### src/logic/msm_consts.vh
`ifndef MSM_CONSTS_VH
`define MSM_CONSTS_VH
// Register byte addresses on the APB.
`define MSM_A_MODE 8'h00
`define MSM_A_DESIG 8'h04
`define MSM_A_LEN 8'h08
`define MSM_A_FLAGS 8'h0c
`define MSM_A_CB0 8'h10
`define MSM_A_CB1 8'h14
`define MSM_A_CB2 8'h18
`define MSM_A_CB3 8'h1c
`define MSM_A_GO 8'h20
`define MSM_A_LOAD 8'h24
`define MSM_A_SNAP 8'h28
`define MSM_A_CSTAT 8'h2c
// Recognised signature words.
`define MSM_SIG_LEGACY 16'h4d4d
`define MSM_SIG_NORMAL 16'h534b
// Subcommand codes and configuration block fixed fields.
`define MSM_SUB_CFG 8'h26
`define MSM_SUB_MFG 8'h27
`define MSM_CFG_SRC 8'h02
// Position of the direction flag in the CBW flag byte.
`define MSM_DIR_BIT 7
// Reset value of the command designator; arbitrary, software reloads it.
`define MSM_DESIG_RST 8'h24
// Power-up sequencer state codes.
`define MSM_ST_PROBE 2'h0
`define MSM_ST_PINCFG 2'h1
`define MSM_ST_STRAP 2'h2
`define MSM_ST_RUN 2'h3
`endif

### src/logic/msm_top.v
// Decided for this implementation: the register addresses and the APB interface to the registers.
`timescale 1ns/10ps
`default_nettype none
`include "msm_consts.vh"
module msm_top #(
    parameter AW = 8
) (
    input wire pclk,
    input wire presetn,
    input wire psel,
    input wire penable,
    input wire pwrite,
    input wire [AW-1:0] paddr,
    input wire [31:0] pwdata,
    output reg [31:0] prdata,
    output reg pready,
    output reg pslverr,
    input wire ee_probe_done,
    input wire ee_present,
    input wire [15:0] ee_signature,
    input wire fuse_all_zero,
    input wire ata_reset_line_in,
    input wire da2_in,
    input wire [1:0] cs_n_in,
    input wire drive_power_valid_in,
    input wire [1:0] da_in,
    input wire intrq_in,
    input wire bus_power_drive_enable_in,
    input wire dmarq_in,
    input wire iordy_in,
    input wire dmack_n_in,
    input wire dior_n_in,
    input wire diow_n_in,
    input wire [15:0] dd_in,
    output reg mode_ready_r,
    output reg legacy_pinout_r,
    output reg use_fuse_r,
    output reg eeprom_desc_r,
    output reg default_desc_r,
    output reg mfg_mode_r,
    output reg pin_override_r,
    output reg ata_reset_line_out,
    output reg [1:0] cs_n_out,
    output reg drive_power_valid_out,
    output reg [1:0] da_out,
    output reg dmack_n_out,
    output reg dior_n_out,
    output reg diow_n_out,
    output reg ctrl_oe,
    output reg [15:0] dd_out,
    output reg [15:0] dd_oe,
    output reg cfg_req_r,
    output reg cfg_read_r,
    output reg [31:0] cfg_len_r
);

    // Sequencer state codes.
    localparam [1:0] ST_PROBE = `MSM_ST_PROBE;
    localparam [1:0] ST_PINCFG = `MSM_ST_PINCFG;
    localparam [1:0] ST_STRAP = `MSM_ST_STRAP;
    localparam [1:0] ST_RUN = `MSM_ST_RUN;

    reg [1:0] state_r;
    reg [1:0] state_nxt;
    reg ee_found_r;
    reg ee_found_nxt;
    reg [15:0] sig_r;
    reg [15:0] sig_nxt;
    reg mode_ready_nxt;
    reg legacy_pinout_nxt;
    reg use_fuse_nxt;
    reg eeprom_desc_nxt;
    reg default_desc_nxt;
    reg mfg_mode_nxt;
    reg [7:0] desig_r;
    reg [31:0] len_r;
    reg [7:0] flags_r;
    reg [31:0] cb0_r;
    reg [31:0] cb1_r;
    reg [31:0] cb2_r;
    reg [31:0] cb3_r;
    reg [31:0] load_r;
    reg [31:0] snap_r;
    reg [3:0] cstat_r;

    wire access;
    wire wr;
    wire go;
    wire mapped;
    wire rest_zero;
    wire desig_ok;
    wire is_cfg;
    wire is_mfg;
    wire dir_in;
    wire [31:0] snap_now;
    wire test_on;
    wire pin_load;

    assign access = psel & penable & pready;
    assign wr = access & pwrite;
    assign go = wr && (paddr == `MSM_A_GO) && pwdata[0];
    assign mapped = (paddr[1:0] == 2'h0) && (paddr <= `MSM_A_CSTAT);

    assign dir_in = flags_r[`MSM_DIR_BIT];
    assign desig_ok = (cb0_r[7:0] == desig_r);
    // Reserved bytes 2 to 15 of a pin block must all be zero.
    assign rest_zero = (cb0_r[31:16] == 16'h0000) && (cb1_r == 32'h00000000) &&
                       (cb2_r == 32'h00000000) && (cb3_r == 32'h00000000);
    // configuration block; fixed fields are the host's duty but are checked.
    assign is_cfg = desig_ok && (cb0_r[15:8] == `MSM_SUB_CFG) && (cb0_r[23:16] == 8'h00) &&
                    (cb0_r[31:24] == `MSM_CFG_SRC) && (cb1_r == 32'h00000000) &&
                    (cb2_r == 32'h00000000) && (cb3_r == 32'h00000000);
    assign is_mfg = desig_ok && (cb0_r[15:8] == `MSM_SUB_MFG) && rest_zero;

    // Commands are refused until mode selection has ended, after which the mode flags no longer move.
    assign test_on = mode_ready_r & mfg_mode_r;
    assign pin_load = go & is_mfg & test_on & ~dir_in;

    // snapshot layout; status bits; byte 0 and data; strobes.
    assign snap_now = {dd_in[15:8], dd_in[7:0],
                       1'b0, mfg_mode_r, bus_power_drive_enable_in, dmarq_in,
                       iordy_in, dmack_n_in, dior_n_in, diow_n_in,
                       ata_reset_line_in, da2_in, cs_n_in, drive_power_valid_in,
                       da_in, intrq_in};

    always @* begin
        state_nxt = state_r;
        ee_found_nxt = ee_found_r;
        sig_nxt = sig_r;
        mode_ready_nxt = mode_ready_r;
        legacy_pinout_nxt = legacy_pinout_r;
        use_fuse_nxt = use_fuse_r;
        eeprom_desc_nxt = eeprom_desc_r;
        default_desc_nxt = default_desc_r;
        mfg_mode_nxt = mfg_mode_r;
        // Mode flags only rise here; only presetn lowers them.
        case (state_r)
            ST_PROBE: begin
                if (ee_probe_done) begin
                    ee_found_nxt = ee_present;
                    sig_nxt = ee_signature;
                    state_nxt = ST_PINCFG;
                end
            end
            ST_PINCFG: begin
                if (!ee_found_r) begin
                    use_fuse_nxt = ~fuse_all_zero;
                    if (fuse_all_zero) begin
                        default_desc_nxt = 1'b1;
                        mfg_mode_nxt = 1'b1;
                    end
                end else if (sig_r == `MSM_SIG_LEGACY) begin
                    legacy_pinout_nxt = 1'b1;
                    eeprom_desc_nxt = 1'b1;
                end else if (sig_r == `MSM_SIG_NORMAL) begin
                    eeprom_desc_nxt = 1'b1;
                end else begin
                    mfg_mode_nxt = 1'b1;
                end
                state_nxt = ST_STRAP;
            end
            ST_STRAP: begin
                if (!ata_reset_line_in) begin
                    mfg_mode_nxt = 1'b1;
                end
                mode_ready_nxt = 1'b1;
                state_nxt = ST_RUN;
            end
            ST_RUN: begin
                if (pin_load) begin
                    mfg_mode_nxt = 1'b1;
                end
            end
            default: begin
                state_nxt = ST_PROBE;
            end
        endcase
    end

    // The probe inputs are read once, so later noise on them cannot move the mode.
    always @(posedge pclk or negedge presetn) begin
        if (!presetn) begin
            state_r <= ST_PROBE;
            ee_found_r <= 1'b0;
            sig_r <= 16'h0000;
            mode_ready_r <= 1'b0;
            legacy_pinout_r <= 1'b0;
            use_fuse_r <= 1'b0;
            eeprom_desc_r <= 1'b0;
            default_desc_r <= 1'b0;
            mfg_mode_r <= 1'b0;
        end else begin
            state_r <= state_nxt;
            ee_found_r <= ee_found_nxt;
            sig_r <= sig_nxt;
            mode_ready_r <= mode_ready_nxt;
            legacy_pinout_r <= legacy_pinout_nxt;
            use_fuse_r <= use_fuse_nxt;
            eeprom_desc_r <= eeprom_desc_nxt;
            default_desc_r <= default_desc_nxt;
            mfg_mode_r <= mfg_mode_nxt;
        end
    end

    // Zero-wait APB slave: pready rises in the first access cycle.
    always @(posedge pclk or negedge presetn) begin
        if (!presetn) begin
            pready <= 1'b0;
            pslverr <= 1'b0;
            prdata <= 32'h00000000;
        end else begin
            pready <= psel & ~penable;
            // Unaligned or unmapped offsets answer with an error and read as zero.
            pslverr <= psel & ~penable & ~mapped;
            prdata <= 32'h00000000;
            if (psel && !penable && !pwrite) begin
                case (paddr)
                    `MSM_A_MODE: prdata <= {25'h0000000, mode_ready_r, pin_override_r, mfg_mode_r,
                                            default_desc_r, eeprom_desc_r, use_fuse_r, legacy_pinout_r};
                    `MSM_A_DESIG: prdata <= {24'h000000, desig_r};
                    `MSM_A_LEN: prdata <= len_r;
                    `MSM_A_FLAGS: prdata <= {24'h000000, flags_r};
                    `MSM_A_CB0: prdata <= cb0_r;
                    `MSM_A_CB1: prdata <= cb1_r;
                    `MSM_A_CB2: prdata <= cb2_r;
                    `MSM_A_CB3: prdata <= cb3_r;
                    `MSM_A_LOAD: prdata <= load_r;
                    `MSM_A_SNAP: prdata <= snap_r;
                    `MSM_A_CSTAT: prdata <= {28'h0000000, cstat_r};
                    default: prdata <= 32'h00000000;
                endcase
            end
        end
    end

    // Command block registers and decode.
    always @(posedge pclk or negedge presetn) begin
        if (!presetn) begin
            desig_r <= `MSM_DESIG_RST;
            len_r <= 32'h00000000;
            flags_r <= 8'h00;
            cb0_r <= 32'h00000000;
            cb1_r <= 32'h00000000;
            cb2_r <= 32'h00000000;
            cb3_r <= 32'h00000000;
            load_r <= 32'h00000000;
            snap_r <= 32'h00000000;
            cstat_r <= 4'h0;
            cfg_req_r <= 1'b0;
            cfg_read_r <= 1'b0;
            cfg_len_r <= 32'h00000000;
        end else begin
            cfg_req_r <= 1'b0;
            if (wr) begin
                case (paddr)
                    `MSM_A_DESIG: desig_r <= pwdata[7:0];
                    `MSM_A_LEN: len_r <= pwdata;
                    `MSM_A_FLAGS: flags_r <= pwdata[7:0];
                    `MSM_A_CB0: cb0_r <= pwdata;
                    `MSM_A_CB1: cb1_r <= pwdata;
                    `MSM_A_CB2: cb2_r <= pwdata;
                    `MSM_A_CB3: cb3_r <= pwdata;
                    `MSM_A_LOAD: load_r <= pwdata;
                    default: cstat_r <= cstat_r;
                endcase
            end
            if (go) begin
                // Vendor commands are only served in test mode.
                // test-mode gating
                // A rejected block changes nothing but the status word.
                if (!test_on || !(is_cfg || is_mfg)) begin
                    cstat_r <= 4'h8;
                end else if (is_cfg) begin
                    cfg_req_r <= 1'b1;
                    cfg_read_r <= dir_in;
                    cfg_len_r <= len_r;
                    // The engine still gets an oversize length; the flag lets software refuse it.
                    // oversize flagged, still forwarded
                    cstat_r <= {3'h0, 1'b1} | {1'b0, (len_r > 32'h000000ff), 2'h0};
                end else begin
                    cstat_r <= 4'h2;
                    if (dir_in) begin
                        snap_r <= snap_now;
                    end
                end
            end
        end
    end

    // pin load override; only the first four bytes matter.
    always @(posedge pclk or negedge presetn) begin
        if (!presetn) begin
            pin_override_r <= 1'b0;
            ata_reset_line_out <= 1'b1;
            cs_n_out <= 2'h3;
            drive_power_valid_out <= 1'b0;
            da_out <= 2'h0;
            dmack_n_out <= 1'b1;
            dior_n_out <= 1'b1;
            diow_n_out <= 1'b1;
            ctrl_oe <= 1'b0;
        end else if (pin_load) begin
            pin_override_r <= 1'b1;
            ctrl_oe <= 1'b1;
            // Load byte 0 bits 6 and 0 are input-only pins and are ignored.
            // byte 0 mapping
            ata_reset_line_out <= load_r[7];
            cs_n_out <= load_r[5:4];
            drive_power_valid_out <= load_r[3];
            da_out <= load_r[2:1];
            dmack_n_out <= load_r[10];
            dior_n_out <= load_r[9];
            diow_n_out <= load_r[8];
        end
    end

    // Data lines are one generate slice per bit so each enable is its own flop.
    genvar gi;
    generate
        for (gi = 0; gi < 16; gi = gi + 1) begin : g_dd
            always @(posedge pclk or negedge presetn) begin
                if (!presetn) begin
                    dd_out[gi] <= 1'b0;
                    dd_oe[gi] <= 1'b0;
                end else if (pin_load) begin
                    // All sixteen enables follow load byte 1 bit 7 together.
                    // data bus enable
                    dd_out[gi] <= load_r[16 + gi];
                    dd_oe[gi] <= load_r[15];
                end
            end
        end
    endgenerate

endmodule // msm_top
`default_nettype wire

### config.mk
export PLATFORM = sky130hd
export DESIGN_NAME = msm_top
export DESIGN_NICKNAME = d
export VERILOG_FILES = /design/src/logic/msm_top.v
export VERILOG_INCLUDE_DIRS = /design/src /design/src/logic
export SDC_FILE = /design/constraint.sdc
export NUM_CORES = 1
export LEC_CHECK = 0
export BUFFER_PORTS_ARGS = -buffer_cell sky130_fd_sc_hd__buf_2
export CAP_MARGIN = 20
export CORE_ASPECT_RATIO = 1.2
export CORE_MARGIN = 2
export CORE_UTILIZATION = 45
export DETAILED_ROUTE_END_ITERATION = 8
export PLACE_DENSITY = 0.63
export SYNTH_ARGS = -nofsm -noshare
export SYNTH_HDL_FRONTEND = slang
export SYNTH_SLANG_ARGS = --single-unit
### constraint.sdc
create_clock -name pclk -period 3.1 [get_ports pclk]
set_input_delay 0.465 -clock pclk [delete_from_list [all_inputs] [get_ports pclk]]
set_output_delay 0.465 -clock pclk [all_outputs]
set_load 0.02 [all_outputs]
; Yosys cells after proc, flatten, opt, wreduce, memory -nomap -nowiden
; Cells that the tools add are included.
[totals]
reg_bits = 363
latch_bits = 0
input_bits = 94
mem_count = 0
ram_bits = 0
output_inout_bits = 117
romBits = 0
elab_cells = 162
[classes]
n_lt_le_gt_ge = 2
reduce_logical = 50
n_div = 0
shifts = 0
bitwise_logic = 16
n_addsub = 0
muxes = 18
multipliers = 0
eq_ne = 26
[ops]
columns = operator, count
row1 = $pmux W32 S11, 1
row2 = $logic_not A32 Y1, 3
row3 = $eq A8 B6 Y1 const B, 6
row4 = $eq A16 B15 Y1 const B, 2
row5 = $eq A8 B5 Y1 const B, 4
row6 = $gt A32 B8 Y1 const B, 1
row7 = $mux W32, 1
row8 = $reduce_and A2 Y1, 11
row9 = $eq A8 B4 Y1 const B, 2
row10 = $logic_and A1 B1 Y1, 16
row11 = $logic_not A16 Y1, 1
row12 = $logic_not A8 Y1, 2
row13 = $reduce_and A3 Y1, 4
row14 = $mux W1, 11
row15 = $and A1 B1 Y1, 9
row16 = $ne A3 B3 Y1 const B, 3
row17 = $eq A8 B2 Y1 const B, 1
row18 = $eq A8 B3 Y1 const B, 1
row19 = $eq A8 B8 Y1, 1
row20 = $le A8 B6 Y1 const B, 1
row21 = $not A1 Y1, 7
row22 = $ne A2 B2 Y1 const B, 3
row23 = $pmux W2 S3, 1
row24 = $reduce_and A6 Y1, 1
row25 = other kinds (12), 19

; Longest topological paths before layout
[logic_depth]
word_depth = 12
depth_mapped = 8
ltp_nobuf = 7

; Worst setup path after synthesis
; No wires, ideal clock.
[synth_path]
path_kind = flip-flop to flip-flop
start = register pready
end = register dd_out[0]
arrival_time_ns = 2.233
required_ns = 2.972
synth_period_minus_slack_ns = 2.360
path_buffers = 2
stages_incl_launch_ff = 8
setup_slack_ns = 0.740
setup_time_ns = 0.128
cell_sequence = dfrtp_1 -> and4_1 -> clkbuf_1 -> nand4_1 -> nor4_4 -> nand4_2 -> buf_2 -> mux2_1
[synth_via]
elab_chain_len = 7
[synth_lines]
columns = element, line_no
row1 = "start, declared", msm_top.v:16  ; output reg pready,
row2 = "start signal, assigned", msm_top.v:212  ; pready <= psel & ~penable;
row3 = $and A1 B1 Y1, msm_top.v:99  ; assign access = psel & penable & pready;
row4 = $and A1 B1 Y1, msm_top.v:100  ; assign wr = access & pwrite;
row5 = $logic_and A1 B1 Y1 (2 in a row), msm_top.v:101  ; assign go = wr && (paddr == `MSM_A_GO) && pwdata[0];
row6 = $and A1 B1 Y1 (3 in a row), msm_top.v:117  ; assign pin_load = go & is_mfg & test_on & ~dir_in;
row7 = "end signal, assigned by index", msm_top.v:328  ; dd_out[gi] <= load_r[16 + gi];
row8 = "end, declared", msm_top.v:50  ; output reg [15:0] dd_out,
; No other way between the ends.
; A chain may end at the register's enable or synchronous reset.

; Worst setup path after layout
[layout_path]
start = register cb3_r[29]
end = register snap_r[8]
[layout_via]
elab_chain_len = 8
word_cells_on_any_way = 10
classes_between = bitwise: 2 / reduce/logical: 8
[layout_lines]
columns = element, line_no
row1 = "start, declared", msm_top.v:81  ; reg [31:0] cb3_r;
row2 = "start signal, assigned", msm_top.v:262  ; `MSM_A_CB3: cb3_r <= pwdata;
row3 = $logic_not A32 Y1 (*), "msm_top.v:108, msm_top.v:112"
row4 = $logic_and A1 B1 Y1, msm_top.v:108  ; (cb2_r == 32'h00000000) && (cb3_r == 32'h00000000);
row5 = $logic_and A1 B1 Y1, msm_top.v:113  ; assign is_mfg = desig_ok && (cb0_r[15:8] == `MSM_SUB_MFG) && rest_zero;
row6 = $logic_or A1 B1 Y1, msm_top.v:271  ; if (!test_on || !(is_cfg || is_mfg)) begin
row7 = $logic_not A1 Y1, msm_top.v:271
row8 = $logic_or A1 B1 Y1, msm_top.v:271
row9 = $not A1 Y1 (no line), -
row10 = $reduce_and A4 Y1 (no line) (*), -
row11 = "end signal, assigned", msm_top.v:283  ; snap_r <= snap_now;
row12 = "end, declared", msm_top.v:83  ; reg [31:0] snap_r;
; Mark *: on every way between the ends. The rest lies on a longest branch, timed or not.

==> metrics.md <==
| Metric | Value |
|---|---|
| Setup-failing EPs final | `0` |
| Hold Vio Cnt, Final | `4` |
| Synth Area per Inst | `13.9 sq um` |
| Share of the synthesized area in the top cell type | `57.1%` |
| Clock Tree Root | `clkbuf_16` |
| All-layer global routing usage | `25.2%` |
| HPWL after DPL | `30,700 microns` |
| Slew @ Worst Pin | `0.848 ns` |
| Slew headroom | `43.5%` |
| Routed length per instance | `24.8 microns` |
| Vias per inst | `6.00` |
| Final Core Density | `54.5%` |
| CTS clk-pin slew, worst paths | `0.06 ns` |
| Fmax | `381 MHz` |
| CTS max path bufs | `3` |
| WP data arrival | `3.05 ns` |
| Post-cts repair resize count | `0` |
| CP Cell Sequence | `nor4_1 > buf_4 > nand4_1 > nor4_2 > nand4_1 > buf_4 > mux2_2` |
| Post-CTS setup buffer count | `0` |
| Outcome | `finished, violations left` |
| Worst Path Class, Setup | `register to register` |
| Largest net degree at the start of global routing | `102` |
| Ratio of cells with drive above 1 in the final layout | `46.4%` |
| CORE AREA | `34,100 sq um` |
| Post-synth ARST share | `100%` |
| Synthesized Nets | `1,221` |
| Number of library cell types mapped by synthesis | `50` |
| Ys Warns | `0` |
| Leakage power figure | `9.35 nW` |
| Violated checks | `hold timing` |
| Max Slew Vio Count | `0` |
| Area contributors post-synth | `dfrtp_1, mux2_2, a22oi_1, a222oi_1, mux2_1` |
| Synth area leader | `dfrtp_1` |
| # DRC | `0` |
| Layout Nets | `1,444` |
| 1st-iter DRT viols | `838` |
| IO Pins | `211` |
| Global-route wire length before repair | `69,900 microns` |
| Synthesis-to-layout area growth | `19.3%` |
| Final ANT Viol Nets | `0` |
| Cts bufs inserted | `38` |
| CP top delay family | `simple AND/OR/NAND/NOR gates` |
| Worst Setup Start Kind | `register` |
| Clk_skew | `0.0164 ns` |
| Slowest CP cell | `nor4_1` |
| Total iterations of the first detailed-routing run | `5` |
| Register Area | `9090 sq um` |
| Worst path max stage delay | `0.52 ns` |
| PwrDens | `525 nW/um^2` |
| Tcrit/Tclk final | `84.7%` |
| Worst Path Required | `3.52 ns` |
| Die width | `174 microns` |
| CP Capture Type | `register` |
| Worst min path class | `primary input to async pin` |
| Worst Path Buf+Inv | `2` |
| Synth Register Bits | `363` |
| # clock sinks | `363` |
| Final Routed Wirelength | `45,300 microns` |
| Setup TNS | `0 ns` |
| CTS tree | `built` |
| EDFF count, synth | `0` |
| Seq/Total Area, Yosys | `58.5%` |
| Global route overflow | `0` |
| Clk_lat worst skew | `0.54 ns` |
| Initial core utilization | `45.7%` |
| VDD IR-drop max | `0.350 mV` |
| Most numerous cell in the Yosys netlist | `dfrtp_1` |
| GP Congestion | `0.847` |
| # port buffers | `210` |
| Top FF cell, synth | `dfrtp_1` |
| Rows | `74` |
| Initial antenna violation count | `3` |
| Synth Instances | `1,122` |
| Synth cell count leaders | `dfrtp_1, mux2_2, a22oi_1, nor4_1, a222oi_1` |
| Die Ht | `208 microns` |
| Vias in the first global route | `11.5k` |
| Max FO, Critical Path | `21` |
| Fillcell total | `2,965` |
| Max-cap violations | `0` |
| Die footprint | `36,100 sq um` |
| RSZ-0062 raised after global routing | `false` |
| Area used by multi-input combinational logic | `6060 sq um` |
| Tmin final | `2.63 ns` |
| Netlist Area Pre-Place | `15,600 sq um` |
| H-Tree Depth | `2` |
| WHS | `-0.0223 ns` |
| # hold bufs at CTS | `0` |
| Routed vias | `11.0k` |
==> worst reg2reg max path, delay by kind of cell (launching register included) <==
family	cells	cell delay (ns)
buf+inv	2	0.52
flops	1	0.40
mux	1	0.34
simple gates	4	1.25
==> cells by family after synthesis <==
logic type | synth area share (%)
adder cells (fa/ha/maj) | 0.402
multiplexers | 23.1
XOR/XNOR | 0.450
AND/OR/NAND/NOR | 7.00
AO/OA/AOI/OAI | 7.81
flip-flops | 58.5
buffers and inverters | 2.77
==> state kept, by name (all words and copies together), names as in the netlist, 31 cells and up <==
name and flops:
cb0_r 32, cb3_r 32, cb1_r 32, prdata 32
snap_r 31, load_r 32, cb2_r 32, cfg_len_r 32
len_r 32
==> path summary, 6_finish.rpt <==
check	to	start	slack, ns	cells after the start
worst max-delay path	snap_r[8]	cb3_r[29]	0.47	7
worst min-delay path	sig_r[10]	presetn	-0.02	1
worst max register to register	snap_r[8]	cb3_r[29]	0.47	7
worst min register to register	drive_power_valid_out	drive_power_valid_out	0.48	1
max in group asynchronous	desig_r[2]	presetn	2.24	2
min in group pclk	snap_r[31]	dd_in[15]	0.16	2
==> final cells by class <==
cell class	instances	share of cell area [%]
inverters	6	0.121
diodes	2	0.0270
flip-flops and latches	363	49.0
repair buffers	266	8.32
multi-input cells	670	32.7
well taps	456	3.07
clock buffers	58	6.36
clock inverters	6	0.452
==> where the power goes <==
group,total (mW),internal [mW],switching (mW),leakage [nW]
logic,0.333,0.103,0.230,3.72
clock network,4.64,2.78,1.86,0.624
registers,4.77,4.75,0.0158,5.01
total,9.74,7.63,2.11,9.35
==> layer usage <==
layer,vias up,share of wire (%),wire length [microns],GRT usage (%)
met5,-,0.031,14,0
met4,2,3.1,1390,8.55
met3,94,7.1,3230,4.25
met2,496,50,22500,42.5
met1,5655,40,18200,33.1
li1,4719,-,-,-
==> through the flow <==
stage          std cells  hold WS (ns)  cell area, sq um  worst slack, ns  power [mW]
6_report            1827       -0.0223             18600            0.474        9.74
5_1_grt             1825        0.0360             18600            0.407        10.0
4_1_cts             1825        0.0270             18600            0.490        9.81
3_5_place_dp        1761         0.475             17300            0.519        5.19
3_3_place_gp        1761         0.468             17300            0.545        5.19
2_1_floorplan       1122         0.169             15600            0.740        4.92
==> cells in the final DEF (no fill, tap or decap), types with 12 or more instances in the layout <==
cell type	count
a222oi_1	32
nand2_1	22
mux2_1	28
a21oi_1	12
a22oi_1	61
dfrtp_1	355
mux2_2	287
clkbuf_16	41
nor2_1	22
buf_2	209
o21ai_0	13
nand4_1	18
a31oi_1	27
buf_4	51
nor4_1	40
(Power assumes the default switching activity.)
